--- config.mk ---
export PLATFORM = sky130hd
export DESIGN_NAME = wwt_top
export DESIGN_NICKNAME = d
export VERILOG_FILES = /design/src/common/wwt_pkg.sv /design/src/design/wwt_top.sv
export SDC_FILE = /design/constraint.sdc
export NUM_CORES = 1
export LEC_CHECK = 0
export BUFFER_PORTS_ARGS = -buffer_cell sky130_fd_sc_hd__buf_2
export CAP_MARGIN = 40
export CELL_PAD_IN_SITES_DETAIL_PLACEMENT = 0
export CELL_PAD_IN_SITES_GLOBAL_PLACEMENT = 2
export CORE_ASPECT_RATIO = 0.5
export CORE_MARGIN = 5
export CORE_UTILIZATION = 29
export CTS_CLUSTER_SIZE = 25
export DETAILED_ROUTE_END_ITERATION = 7
export GPL_ROUTABILITY_DRIVEN = 0
export HOLD_SLACK_MARGIN = 0.02
export PLACE_DENSITY = 0.66
export SYNTH_ARGS = -nofsm -noshare
export SYNTH_HDL_FRONTEND = slang
export SYNTH_SLANG_ARGS = --single-unit
--- constraint.sdc ---
create_clock -name ref_clk_i -period 4.4 [get_ports ref_clk_i]
set_clock_uncertainty 0.15 [all_clocks]
set_input_delay 0.88 -clock ref_clk_i [delete_from_list [all_inputs] [get_ports ref_clk_i]]
set_output_delay 0.88 -clock ref_clk_i [all_outputs]
set_load 0.01 [all_outputs]
--- src/common/wwt_pkg.sv ---
// Package of register map, field layout, reset values and state types for the windowed watchdog
package wwt_pkg;

  // ==========================================================
  // Register offsets
  localparam logic [7:0] MODE_CONTROL_OFS     = 8'h00;
  localparam logic [7:0] RELOAD_CONSTANT_OFS  = 8'h04;
  localparam logic [7:0] KICK_SEQUENCE_OFS    = 8'h08;
  localparam logic [7:0] COUNTER_READBACK_OFS = 8'h0c;
  localparam logic [7:0] WARNING_COMPARE_OFS  = 8'h14;
  localparam logic [7:0] EARLY_KICK_LIMIT_OFS = 8'h18;

  // ==========================================================
  // Mode control field positions
  localparam int RUN_ENABLE_BIT   = 0;
  localparam int RESET_ENABLE_BIT = 1;
  localparam int TIMEOUT_FLAG_BIT = 2;
  localparam int WARNING_FLAG_BIT = 3;
  localparam int KICK_PROTECT_BIT = 4;
  localparam int OSC_LOCK_BIT     = 5;

  // ==========================================================
  // Values and timing counts
  localparam logic [7:0]  KICK_FIRST    = 8'haa;
  localparam logic [7:0]  KICK_SECOND   = 8'h55;
  localparam logic [23:0] RELOAD_MIN    = 24'h00_00ff;
  localparam logic [23:0] WINDOW_RST    = 24'hff_ffff;
  localparam logic [9:0]  WARN_RST      = 10'h000;
  localparam int          WARN_BITS     = 10;
  localparam logic [1:0]  PRESCALE_LAST = 2'h3;
  localparam logic [1:0]  APPLY_EDGES   = 2'h3;

  // ==========================================================
  // Carriers
  typedef struct packed {
    logic       psel;
    logic       penable;
    logic       pwrite;
    logic [7:0] paddr;
    logic [31:0] pwdata;
  } wwt_apb_req_type;

  typedef struct packed {
    logic        cc_s1;
    logic        cc_s2;
    logic        cc_s3;
    logic        cc_lvl;
    logic [1:0]  pre;
    logic [23:0] cnt;
    logic [23:0] rb;
    logic [23:0] reload;
    logic [9:0]  warn;
    logic [23:0] win;
    logic        en_sw;
    logic        rst_sw;
    logic        prot_sw;
    logic        lock;
    logic        en_a;
    logic        rst_a;
    logic        prot_a;
    logic        running;
    logic        tof;
    logic        wflag;
    logic        armed;
    logic        ld_pend;
    logic [1:0]  ld_cnt;
    logic        err_pend;
    logic        creset;
    logic        pready;
    logic        pslverr;
    logic [31:0] prdata;
  } wwt_state_type;

  localparam wwt_state_type WWT_RST = '{cnt: RELOAD_MIN, rb: RELOAD_MIN, reload: RELOAD_MIN,
                                        warn: WARN_RST, win: WINDOW_RST, default: '0};

endpackage

--- src/design/wwt_top.sv ---
// Windowed watchdog timer with register bank, kick sequence and reset request
`timescale 1ns/1ps
module wwt_top
  import wwt_pkg::*;
(
  // Clock and reset
  input  wire logic            ref_clk_i,
  input  wire logic            rst_n_i,
  // Low-power watchdog clock, sampled as a level
  input  wire logic            count_clk_i,
  // APB register bus
  input  wire wwt_apb_req_type apb_i,
  output logic [31:0]          prdata_o,
  output logic                 pready_o,
  output logic                 pslverr_o,
  // System outputs
  output logic                 warn_irq_o,
  output logic                 chip_reset_o,
  output logic                 osc_lock_o
);

  // ==========================================================
  // State
  wwt_state_type st_r;
  wwt_state_type st_nxt;
  logic          cc_rise;
  logic          acc;
  logic          kerr;
  logic          feed;
  logic          evt;
  logic          wm;
  logic [31:0]   wd;

  function automatic logic warn_match(input logic [23:0] c, input logic [9:0] w);
    warn_match = (c[23:WARN_BITS] == 14'h0000) && (c[WARN_BITS-1:0] <= w);
  endfunction

  assign wm = warn_match(st_r.cnt, st_r.warn);
  assign wd = apb_i.pwdata;

  // ==========================================================
  // Next state
  always_comb begin
    st_nxt  = st_r;
    cc_rise = 1'b0;
    kerr    = 1'b0;
    feed    = 1'b0;
    evt     = 1'b0;
    acc     = apb_i.psel && apb_i.penable && st_r.pready;

    // Three stages; a level counts once stages two and three agree
    st_nxt.cc_s1 = count_clk_i;
    st_nxt.cc_s2 = st_r.cc_s1;
    st_nxt.cc_s3 = st_r.cc_s2;
    if ((st_r.cc_s2 == st_r.cc_s3) && (st_r.cc_s3 != st_r.cc_lvl)) begin
      st_nxt.cc_lvl = st_r.cc_s3;
      cc_rise       = st_r.cc_s3;
    end

    // Zero-wait APB: data and ready prepared in setup phase
    st_nxt.pready  = apb_i.psel && !apb_i.penable;
    st_nxt.pslverr = 1'b0;
    if (apb_i.psel && !apb_i.penable) begin
      st_nxt.prdata = 32'h0000_0000;
      if (apb_i.paddr == MODE_CONTROL_OFS) begin
        st_nxt.prdata[RUN_ENABLE_BIT]   = st_r.en_sw;
        st_nxt.prdata[RESET_ENABLE_BIT] = st_r.rst_sw;
        st_nxt.prdata[TIMEOUT_FLAG_BIT] = st_r.tof;
        st_nxt.prdata[WARNING_FLAG_BIT] = st_r.wflag;
        st_nxt.prdata[KICK_PROTECT_BIT] = st_r.prot_sw;
        st_nxt.prdata[OSC_LOCK_BIT]     = st_r.lock;
      end else if (apb_i.paddr == RELOAD_CONSTANT_OFS) begin
        st_nxt.prdata[23:0] = st_r.reload;
      end else if (apb_i.paddr == KICK_SEQUENCE_OFS) begin
        st_nxt.prdata = 32'h0000_0000;
      end else if (apb_i.paddr == COUNTER_READBACK_OFS) begin
        st_nxt.prdata[23:0] = st_r.rb;
      end else if (apb_i.paddr == WARNING_COMPARE_OFS) begin
        st_nxt.prdata[9:0] = st_r.warn;
      end else if (apb_i.paddr == EARLY_KICK_LIMIT_OFS) begin
        st_nxt.prdata[23:0] = st_r.win;
      end else begin
        st_nxt.pslverr = 1'b1;
      end
    end

    // ==========================================================
    // Bus access phase
    if (acc) begin
      if (st_r.armed) begin
        st_nxt.armed = 1'b0;
        if (!(apb_i.pwrite && (apb_i.paddr == KICK_SEQUENCE_OFS) && (wd[7:0] == KICK_SECOND))) begin
          kerr = st_r.running;
        end
      end
      if (apb_i.pwrite) begin
        if (apb_i.paddr == MODE_CONTROL_OFS) begin
          // Sticky set-only bits
          st_nxt.en_sw   = st_r.en_sw | wd[RUN_ENABLE_BIT];
          st_nxt.rst_sw  = st_r.rst_sw | wd[RESET_ENABLE_BIT];
          st_nxt.prot_sw = st_r.prot_sw | wd[KICK_PROTECT_BIT];
          st_nxt.lock    = st_r.lock | wd[OSC_LOCK_BIT];
          if (!wd[TIMEOUT_FLAG_BIT]) begin
            st_nxt.tof = 1'b0;
          end
          if (wd[WARNING_FLAG_BIT]) begin
            st_nxt.wflag = 1'b0;
          end
        end else if (apb_i.paddr == RELOAD_CONSTANT_OFS) begin
          if (st_r.prot_a) begin
            st_nxt.tof = 1'b1;
          end else if (wd[23:0] < RELOAD_MIN) begin
            st_nxt.reload = RELOAD_MIN;
          end else begin
            st_nxt.reload = wd[23:0];
          end
        end else if (apb_i.paddr == KICK_SEQUENCE_OFS) begin
          if (wd[7:0] == KICK_FIRST) begin
            st_nxt.armed = 1'b1;
          end else if ((wd[7:0] == KICK_SECOND) && st_r.armed) begin
            feed = 1'b1;
          end
        end else if (apb_i.paddr == WARNING_COMPARE_OFS) begin
          st_nxt.warn = wd[9:0];
        end else if (apb_i.paddr == EARLY_KICK_LIMIT_OFS) begin
          st_nxt.win = wd[23:0];
        end
      end
    end

    // ==========================================================
    // Counting on count clock edges
    if (cc_rise) begin
      st_nxt.rb = st_r.cnt;
      if (st_r.ld_pend) begin
        if (st_r.ld_cnt == APPLY_EDGES - 2'h1) begin
          // Pending mode bits take effect only here
          st_nxt.ld_pend = 1'b0;
          st_nxt.cnt     = st_r.reload;
          st_nxt.pre     = 2'h0;
          st_nxt.en_a    = st_r.en_sw;
          st_nxt.rst_a   = st_r.rst_sw;
          st_nxt.prot_a  = st_r.prot_sw;
          st_nxt.running = st_r.en_sw;
        end else begin
          st_nxt.ld_cnt = st_r.ld_cnt + 2'h1;
        end
      end else if (st_r.running) begin
        if (wm) begin
          st_nxt.wflag = 1'b1;
        end
        if (st_r.cnt == 24'h00_0000) begin
          evt = 1'b1;
        end else begin
          st_nxt.pre = st_r.pre + 2'h1;
          if (st_r.pre == PRESCALE_LAST) begin
            st_nxt.cnt = st_r.cnt - 24'h00_0001;
          end
        end
      end
    end

    // Kick restarts the three-edge transfer
    if (feed) begin
      st_nxt.ld_pend = 1'b1;
      st_nxt.ld_cnt  = 2'h0;
      if (st_r.running && ((st_r.cnt > st_r.win) || (st_r.prot_a && !wm))) begin
        evt = 1'b1;
      end
    end

    // Events win over a simultaneous software clear
    st_nxt.err_pend = 1'b0;
    if (evt || kerr) begin
      st_nxt.tof = 1'b1;
      if (st_r.rst_a) begin
        st_nxt.err_pend = 1'b1;
      end
    end
    st_nxt.creset = st_r.err_pend;

    // Watchdog reset: all but the count-clock synchronizer back to reset, time-out flag kept for software
    if (st_r.creset) begin
      st_nxt        = WWT_RST;
      st_nxt.tof    = st_r.tof;
      st_nxt.cc_s1  = count_clk_i;
      st_nxt.cc_s2  = st_r.cc_s1;
      st_nxt.cc_s3  = st_r.cc_s2;
      st_nxt.cc_lvl = st_r.cc_lvl;
    end
  end

  // ==========================================================
  // Register
  always_ff @(posedge ref_clk_i) begin
    if (!rst_n_i) begin
      st_r <= WWT_RST;
    end else begin
      st_r <= st_nxt;
    end
  end

  assign prdata_o     = st_r.prdata;
  assign pready_o     = st_r.pready;
  assign pslverr_o    = st_r.pslverr;
  assign warn_irq_o   = st_r.wflag;
  assign chip_reset_o = st_r.creset;
  assign osc_lock_o   = st_r.lock;
endmodule

==> results of run 1 <==
worst register-to-register path: stages, from the launching register on:
cell and delay (ns):
dfxtp_1 0.35, inv_1 0.18, ha_1 0.24, or3b_2 0.52
nor4b_4 0.48, a21oi_2 0.17, nor2_4 0.50, o21ai_0 0.19
a21oi_1 0.16
metrics by stage:
stage	cell area [µm²]	util [%]	hold slack, ns	std cells	setup WS (ns)
2_1_floorplan	7870	-	0.256	995	1.60
3_3_place_gp	8310	31.3	0.262	1338	1.18
3_5_place_dp	8350	31.5	0.265	1340	1.12
4_1_cts	8980	33.8	0.287	1369	1.34
5_1_grt	8980	33.8	0.293	1369	1.05
6_report	8980	33.8	0.281	1369	1.38
state kept, by name (all words and copies together), names as in the netlist:
signal / count
chip_reset_o: 1
osc_lock_o: 1
prdata_o: 24
pready_o: 1
pslverr_o: 1
st_r: 124
warn_irq_o: 1
worst paths after layout:
kind,depth (start not counted),startpoint,endpoint
hold / removal,1,st_r[35]$_SDFF_PP0_,chip_reset_o$_SDFF_PP0_
setup / recovery,8,st_r[132]$_SDFFE_PP1P_,st_r[142]$_SDFFE_PP0P_
setup reg to reg,8,st_r[132]$_SDFFE_PP1P_,st_r[142]$_SDFFE_PP0P_
hold reg to reg,1,st_r[35]$_SDFF_PP0_,chip_reset_o$_SDFF_PP0_
synthesized netlist by cell type, types with 12 or more instances:
| master | n | area (µm²) |
|---|---|---|
| a21oi_1 | 95 | 475 |
| a22oi_1 | 18 | 135 |
| a31oi_1 | 15 | 93.8 |
| buf_2 | 12 | 60.1 |
| buf_4 | 33 | 248 |
| clkbuf_1 | 44 | 165 |
| dfxtp_1 | 153 | 3060 |
| ha_1 | 37 | 463 |
| inv_1 | 41 | 154 |
| nand2_1 | 149 | 559 |
| nand3_1 | 33 | 165 |
| nor2_1 | 83 | 312 |
| nor3_1 | 27 | 135 |
| nor4_1 | 12 | 75.1 |
| o211ai_1 | 32 | 240 |
| o21ai_0 | 43 | 215 |
| o21ai_1 | 12 | 60.1 |
power by group:
part | leakage, nW | switching (mW) | internal (mW) | total [mW]
clock network | 0.314 | 0.602 | 1.02 | 1.62
logic | 1.94 | 0.0932 | 0.0405 | 0.134
registers | 1.24 | 0.00563 | 1.40 | 1.40
total | 3.49 | 0.701 | 2.46 | 3.16
area by class of cell:
| cell class | count | share of cell area [%] |
|---|---|---|
| inverter | 41 | 1.71 |
| multi-input combinational | 706 | 46.4 |
| timing repair buffer | 88 | 5.88 |
| clock inverter | 10 | 1.95 |
| sequential | 153 | 34.1 |
| tap | 352 | 4.91 |
| clock buffer | 19 | 5.05 |
cell families (layout without fill, tap and decap cells):
kind of cell,after synthesis,in the layout,synth area share [%]
buf+inv,136,158,8.58
other cells,1,8,0.0478
compound gates,281,281,22.7
simple gates,367,367,22.0
flops,153,153,39.1
mux,12,12,1.60
xor+xnor,1,1,0.112
fa+ha+maj,37,37,5.90
per-layer routing:
| layer | share of wire, % | up-vias | wire [µm] | track usage, % |
|---|---|---|---|---|
| met5 | 0 | - | 0 | 0 |
| met4 | 1.1 | 0 | 304 | 4.09 |
| met3 | 4.8 | 20 | 1370 | 3.87 |
| met2 | 42 | 163 | 12000 | 27.1 |
| met1 | 52 | 3513 | 14900 | 27.7 |
| li1 | - | 3527 | - | - |
==> results.py, run 1 <==
metrics = {
    "run_status": {
        "status": "completed",
    },
    "sta": {
        "max_freq_ghz": 0.331,
        "relSlewSlack_pct": 39.7,
        "fin_setup_tns_ns": 0,
        "hold_viol": 0,
        "worstMarginPinSlew_ns": 0.904,
        "rsz0062_at_grt": "false",
        "min_period_ns": 3.02,
        "finalSetupViolations": 0,
        "fin_crit_sh_pct": 68.7,
        "slew_violations": 0,
    },
    "worst_setup_path": {
        "critPathLaunchType": "register",
        "crit_arrival_ns": 3.23,
        "endpoint_kind": "register",
        "required_ns": 4.61,
        "crit_fanout": 24,
        "cp_num_buf_inv": 1,
        "cp_cell_sequence": "inv_1 -> ha_1 -> or3b_2 -> nor4b_4 -> a21oi_2 -> nor2_4 -> o21ai_0 -> a21oi_1",
        "slowest_stage": "or3b_2",
        "cp_top_family": "simple AND/OR/NAND/NOR gates",
        "worstSetupPathType": "register to register",
        "r2r_slack_ns": 1.38,
        "cpPeakStageDelay_ns": 0.52,
    },
    "pwr": {
        "pwr_density_cell_nw_per_um2": 352,
        "leakage_nw": 3.49,
        "power_mw": 3.16,
        "ir_drop_mv": 0.262,
    },
    "routing": {
        "first_iter_violations": 507,
        "drtPass1Iterations": 5,
        "via_count": 7223,
        "wl_per_cell_um": 20.8,
        "viasPerCell": 5.28,
        "drc": 0,
        "antenna_left": 0,
        "wl_um": 28500,
    },
    "place": {
        "io_buffers": 66,
        "hpwl_um": 19900,
    },
    "die": {
        "core_area_um2": 26500,
        "die_y_um": 126,
        "ioPinCount": 83,
        "num_rows": 42,
        "die_w_um": 243,
        "start_util_pct": 29.5,
        "die-area_um2": 30600,
    },
    "clock_network": {
        "clock_latency_ns": 0.44,
        "cts_tree": "done",
        "cts_buffers": 17,
        "clockBufferDepth": 2,
        "post_cts_buffers": 0,
        "hold_buffers": 0,
        "cts_resized": 0,
        "clk_pin_slew_ns": 0.06,
        "htreeDepth": 4,
        "cts.sinks": 153,
        "cts_root_buf": "clkbuf_16",
    },
    "yosys": {
        "synth_ff_type": "dfxtp_1",
        "yosysSeqAreaShare_pct": 39.1,
        "synth_edf_count": 0,
        "netlist_area_um2": 7840,
        "synth_cell_types": 69,
        "synth.avg_cell_area_um2": 7.94,
        "async_flop_share_pct": 0,
        "ys_warn_count": 0,
        "synthCells": 988,
        "ys_ff_latch": 153,
    },
    "finish": {
        "multiInputGateArea_um2": 4160,
        "regArea_um2": 3060,
        "antenna_cells": 0,
        "final_common_cell": "dfxtp_1",
        "n_fill_cell": 2818,
        "layout-drive-gt1-share_pct": 14.0,
        "fin_nets": 1090,
        "syn_to_final_growth_pct": 14.5,
        "mostFrequentLayoutCells": "153 x dfxtp_1, 148 x nand2_1, 95 x a21oi_1",
    },
    "global_routing": {
        "grt_pass1_wl_um": 43200,
        "antenna_found_initial": 0,
        "grt_usage_pct": 18.4,
        "grt_pass1_vias": 6796,
        "grt.overflow.total": 0,
        "grt_max_degree": 61,
    },
    "min_path": {
        "hold_path_class": "register to register",
    },
    "run": {
        "cap_viol_max_count": 0,
    },
}
No activity file was read; power rests on OpenSTA's default activity.
==> inputs of run 2 (changes only) <==
--- a/config.mk
+++ b/config.mk
@@ -16,7 +16,7 @@
 export DETAILED_ROUTE_END_ITERATION = 7
 export GPL_ROUTABILITY_DRIVEN = 0
 export HOLD_SLACK_MARGIN = 0.02
-export PLACE_DENSITY = 0.66
+export PLACE_DENSITY = 0.69
 export SYNTH_ARGS = -nofsm -noshare
 export SYNTH_HDL_FRONTEND = slang
 export SYNTH_SLANG_ARGS = --single-unit
==> constraint.sdc (replaced) <==
create_clock -name ref_clk_i -period 2.6 [get_ports ref_clk_i]
set_clock_uncertainty 0.15 [all_clocks]
set_input_delay 0.52 -clock ref_clk_i [delete_from_list [all_inputs] [get_ports ref_clk_i]]
set_output_delay 0.52 -clock ref_clk_i [all_outputs]
set_load 0.01 [all_outputs]
==> results.py, run 2 (same netlist as run 1, synthesis figures left out) <==
metrics = {
    "sta": {
        "fin_crit_sh_pct": 97.6,
        "fin_setup_tns_ns": 0,
        "setup_ws_ns": 0.0617,
        "max_freq_ghz": 0.394,
        "relSlewSlack_pct": 62.9,
        "finalSetupViolations": 0,
        "min_period_ns": 2.54,
        "rsz0062_at_grt": "false",
        "slew_violations": 0,
        "worstMarginPinSlew_ns": 0.557,
        "hold_viol": 0,
    },
    "place": {
        "dp_slack_ns": 0.0739,
        "io_buffers": 66,
        "hpwl_um": 20000,
    },
    "worst_setup_path": {
        "worstSetupPathType": "register to register",
        "regToRegEndpoint": "st_r[35]$_SDFF_PP0_",
        "r2r_slack_ns": 0.06,
        "endpoint": "st_r[35]$_SDFF_PP0_",
        "reg2reg_depth": 9,
        "startpoint": "st_r[64]$_SDFFE_PP1P_",
        "crit_arrival_ns": 2.70,
        "endpoint_kind": "register",
        "crit_fanout": 3,
        "required_ns": 2.76,
        "critPathLaunchType": "register",
        "rr_startpoint": "st_r[64]$_SDFFE_PP1P_",
    },
    "die": {
        "num_rows": 42,
        "die_w_um": 243,
        "start_util_pct": 29.5,
        "die_y_um": 126,
        "core_area_um2": 26500,
        "die-area_um2": 30600,
        "ioPinCount": 83,
    },
    "finish": {
        "final_common_cell": "dfxtp_1",
        "mostFrequentLayoutCells": "153 x dfxtp_1, 148 x nand2_1, 95 x a21oi_1",
        "fin_nets": 1129,
        "regMostFlops": "st_r",
        "n_fill_cell": 2759,
        "layout-drive-gt1-share_pct": 17.3,
        "syn_to_final_growth_pct": 18.9,
        "antenna_cells": 0,
        "largest_reg_flops": 124,
    },
    "clock_network": {
        "cts_tree": "done",
        "clock_latency_ns": 0.43,
        "clk_pin_slew_ns": 0.06,
        "post_cts_buffers": 0,
        "clockBufferDepth": 2,
        "cts_root_buf": "clkbuf_16",
        "htreeDepth": 4,
        "cts.sinks": 153,
        "cts_buffers": 17,
    },
    "routing": {
        "viasPerCell": 5.18,
        "wl_um": 28500,
        "via_count": 7309,
        "first_iter_violations": 557,
        "antenna_left": 0,
        "drtPass1Iterations": 6,
        "wl_per_cell_um": 20.2,
        "drc": 0,
    },
    "global_routing": {
        "antenna_found_initial": 0,
        "grt_max_degree": 63,
        "grt.overflow.total": 0,
        "grt_pass1_wl_um": 43200,
        "grt_usage_pct": 18.3,
        "grt_pass1_vias": 7075,
    },
    "pwr": {
        "comb_power_share_pct": 4.4,
        "p_sw_mw": 1.21,
        "leakage_nw": 3.68,
        "p_int_mw": 4.07,
        "pwr-share-clk_pct": 50.7,
        "swShare_pct": 23.0,
        "pwr_density_cell_nw_per_um2": 566,
        "ir_drop_mv": 0.452,
        "p_seq_share_pct": 44.9,
    },
    "min_path": {
        "hold_path_class": "primary input to register",
    },
    "run_status": {
        "status": "completed",
    },
    "run": {
        "cap_viol_max_count": 0,
    },
}
==> run 2: changes by cell type in the layout (fill, tap and decap cells not counted), moves of 2 or more <==
cell,change
buf_4,+35
buf_12,+5
clkbuf_1,+2
clkinvlp_4,+2
==> run 2: final cells by class <==
cell class / instances / area (µm²) / area share, %
Timing Repair Buffer: 127 / 876 / 9.39
Multi-Input combinational cell: 706 / 4170 / 44.8
Clock inverter: 12 / 173 / 1.85
Sequential cell: 153 / 3060 / 32.8
Inverter: 41 / 154 / 1.65
Tap cell: 352 / 440 / 4.72
Clock buffer: 20 / 447 / 4.79
==> run 2: routing by layer <==
| metal | routed length, µm | vias to the layer above | global-route usage (%) |
|---|---|---|---|
| met5 | 0 | - | 0 |
| met4 | 652 | 0 | 5.80 |
| met3 | 1310 | 35 | 3.47 |
| met2 | 12100 | 211 | 27.8 |
| met1 | 14400 | 3463 | 26.4 |
| li1 | - | 3600 | - |
==> run 2: power by group through the flow <==
stage          combinational, mW  sequential, mW  clock, mW
2_1_floorplan              0.124            2.42          0
3_3_place_gp               0.236            2.42          0
3_5_place_dp               0.236            2.42          0
4_1_cts                    0.237            2.37       2.73
5_1_grt                    0.254            2.37       2.84
6_report                   0.234            2.37       2.67
==> run 2: how the worst min path moves through the flow <==
stage / slack [ns] / to / cells after the start / startpoint
2_1_floorplan: 0.26 / chip_reset_o$_SDFF_PP0_ / 1 / st_r[35]$_SDFF_PP0_
3_3_place_gp: 0.27 / chip_reset_o$_SDFF_PP0_ / 1 / st_r[35]$_SDFF_PP0_
3_5_place_dp: 0.27 / chip_reset_o$_SDFF_PP0_ / 1 / st_r[35]$_SDFF_PP0_
4_1_cts: 0.16 / st_r[161]$_SDFF_PN0_ / 2 / count_clk_i
5_1_grt: 0.16 / st_r[161]$_SDFF_PN0_ / 2 / count_clk_i
6_report: 0.17 / st_r[161]$_SDFF_PN0_ / 2 / count_clk_i
==> run 2: critical path: stages (launching register included) <==
cell	delay, ns
dfxtp_1	0.33
inv_1	0.07
ha_1	0.31
and4_1	0.26
nor4bb_1	0.32
buf_4	0.19
a2111oi_1	0.09
a311oi_1	0.26
a21boi_1	0.33
a21oi_1	0.12
==> run 2: metrics by stage <==
step                area [µm²]  util, %  hold slack, ns  power, mW  std cells
finish                    9330     35.1           0.170       5.28       1411
detailed placement        8700     32.8           0.269       2.66       1379
CTS                       9320     35.1           0.161       5.34       1411
global placement          8700     32.8           0.267       2.66       1379
floorplan                 7870        -           0.256       2.55        995
global route              9330     35.1           0.160       5.47       1411
==> run 2: timing repair <==
| action | CTS | global route |
|---|---|---|
| hold buffers | 0 | 0 |
| endpoints found under the setup margin | 0 | 14 |
| resized for setup | 0 | 4 |
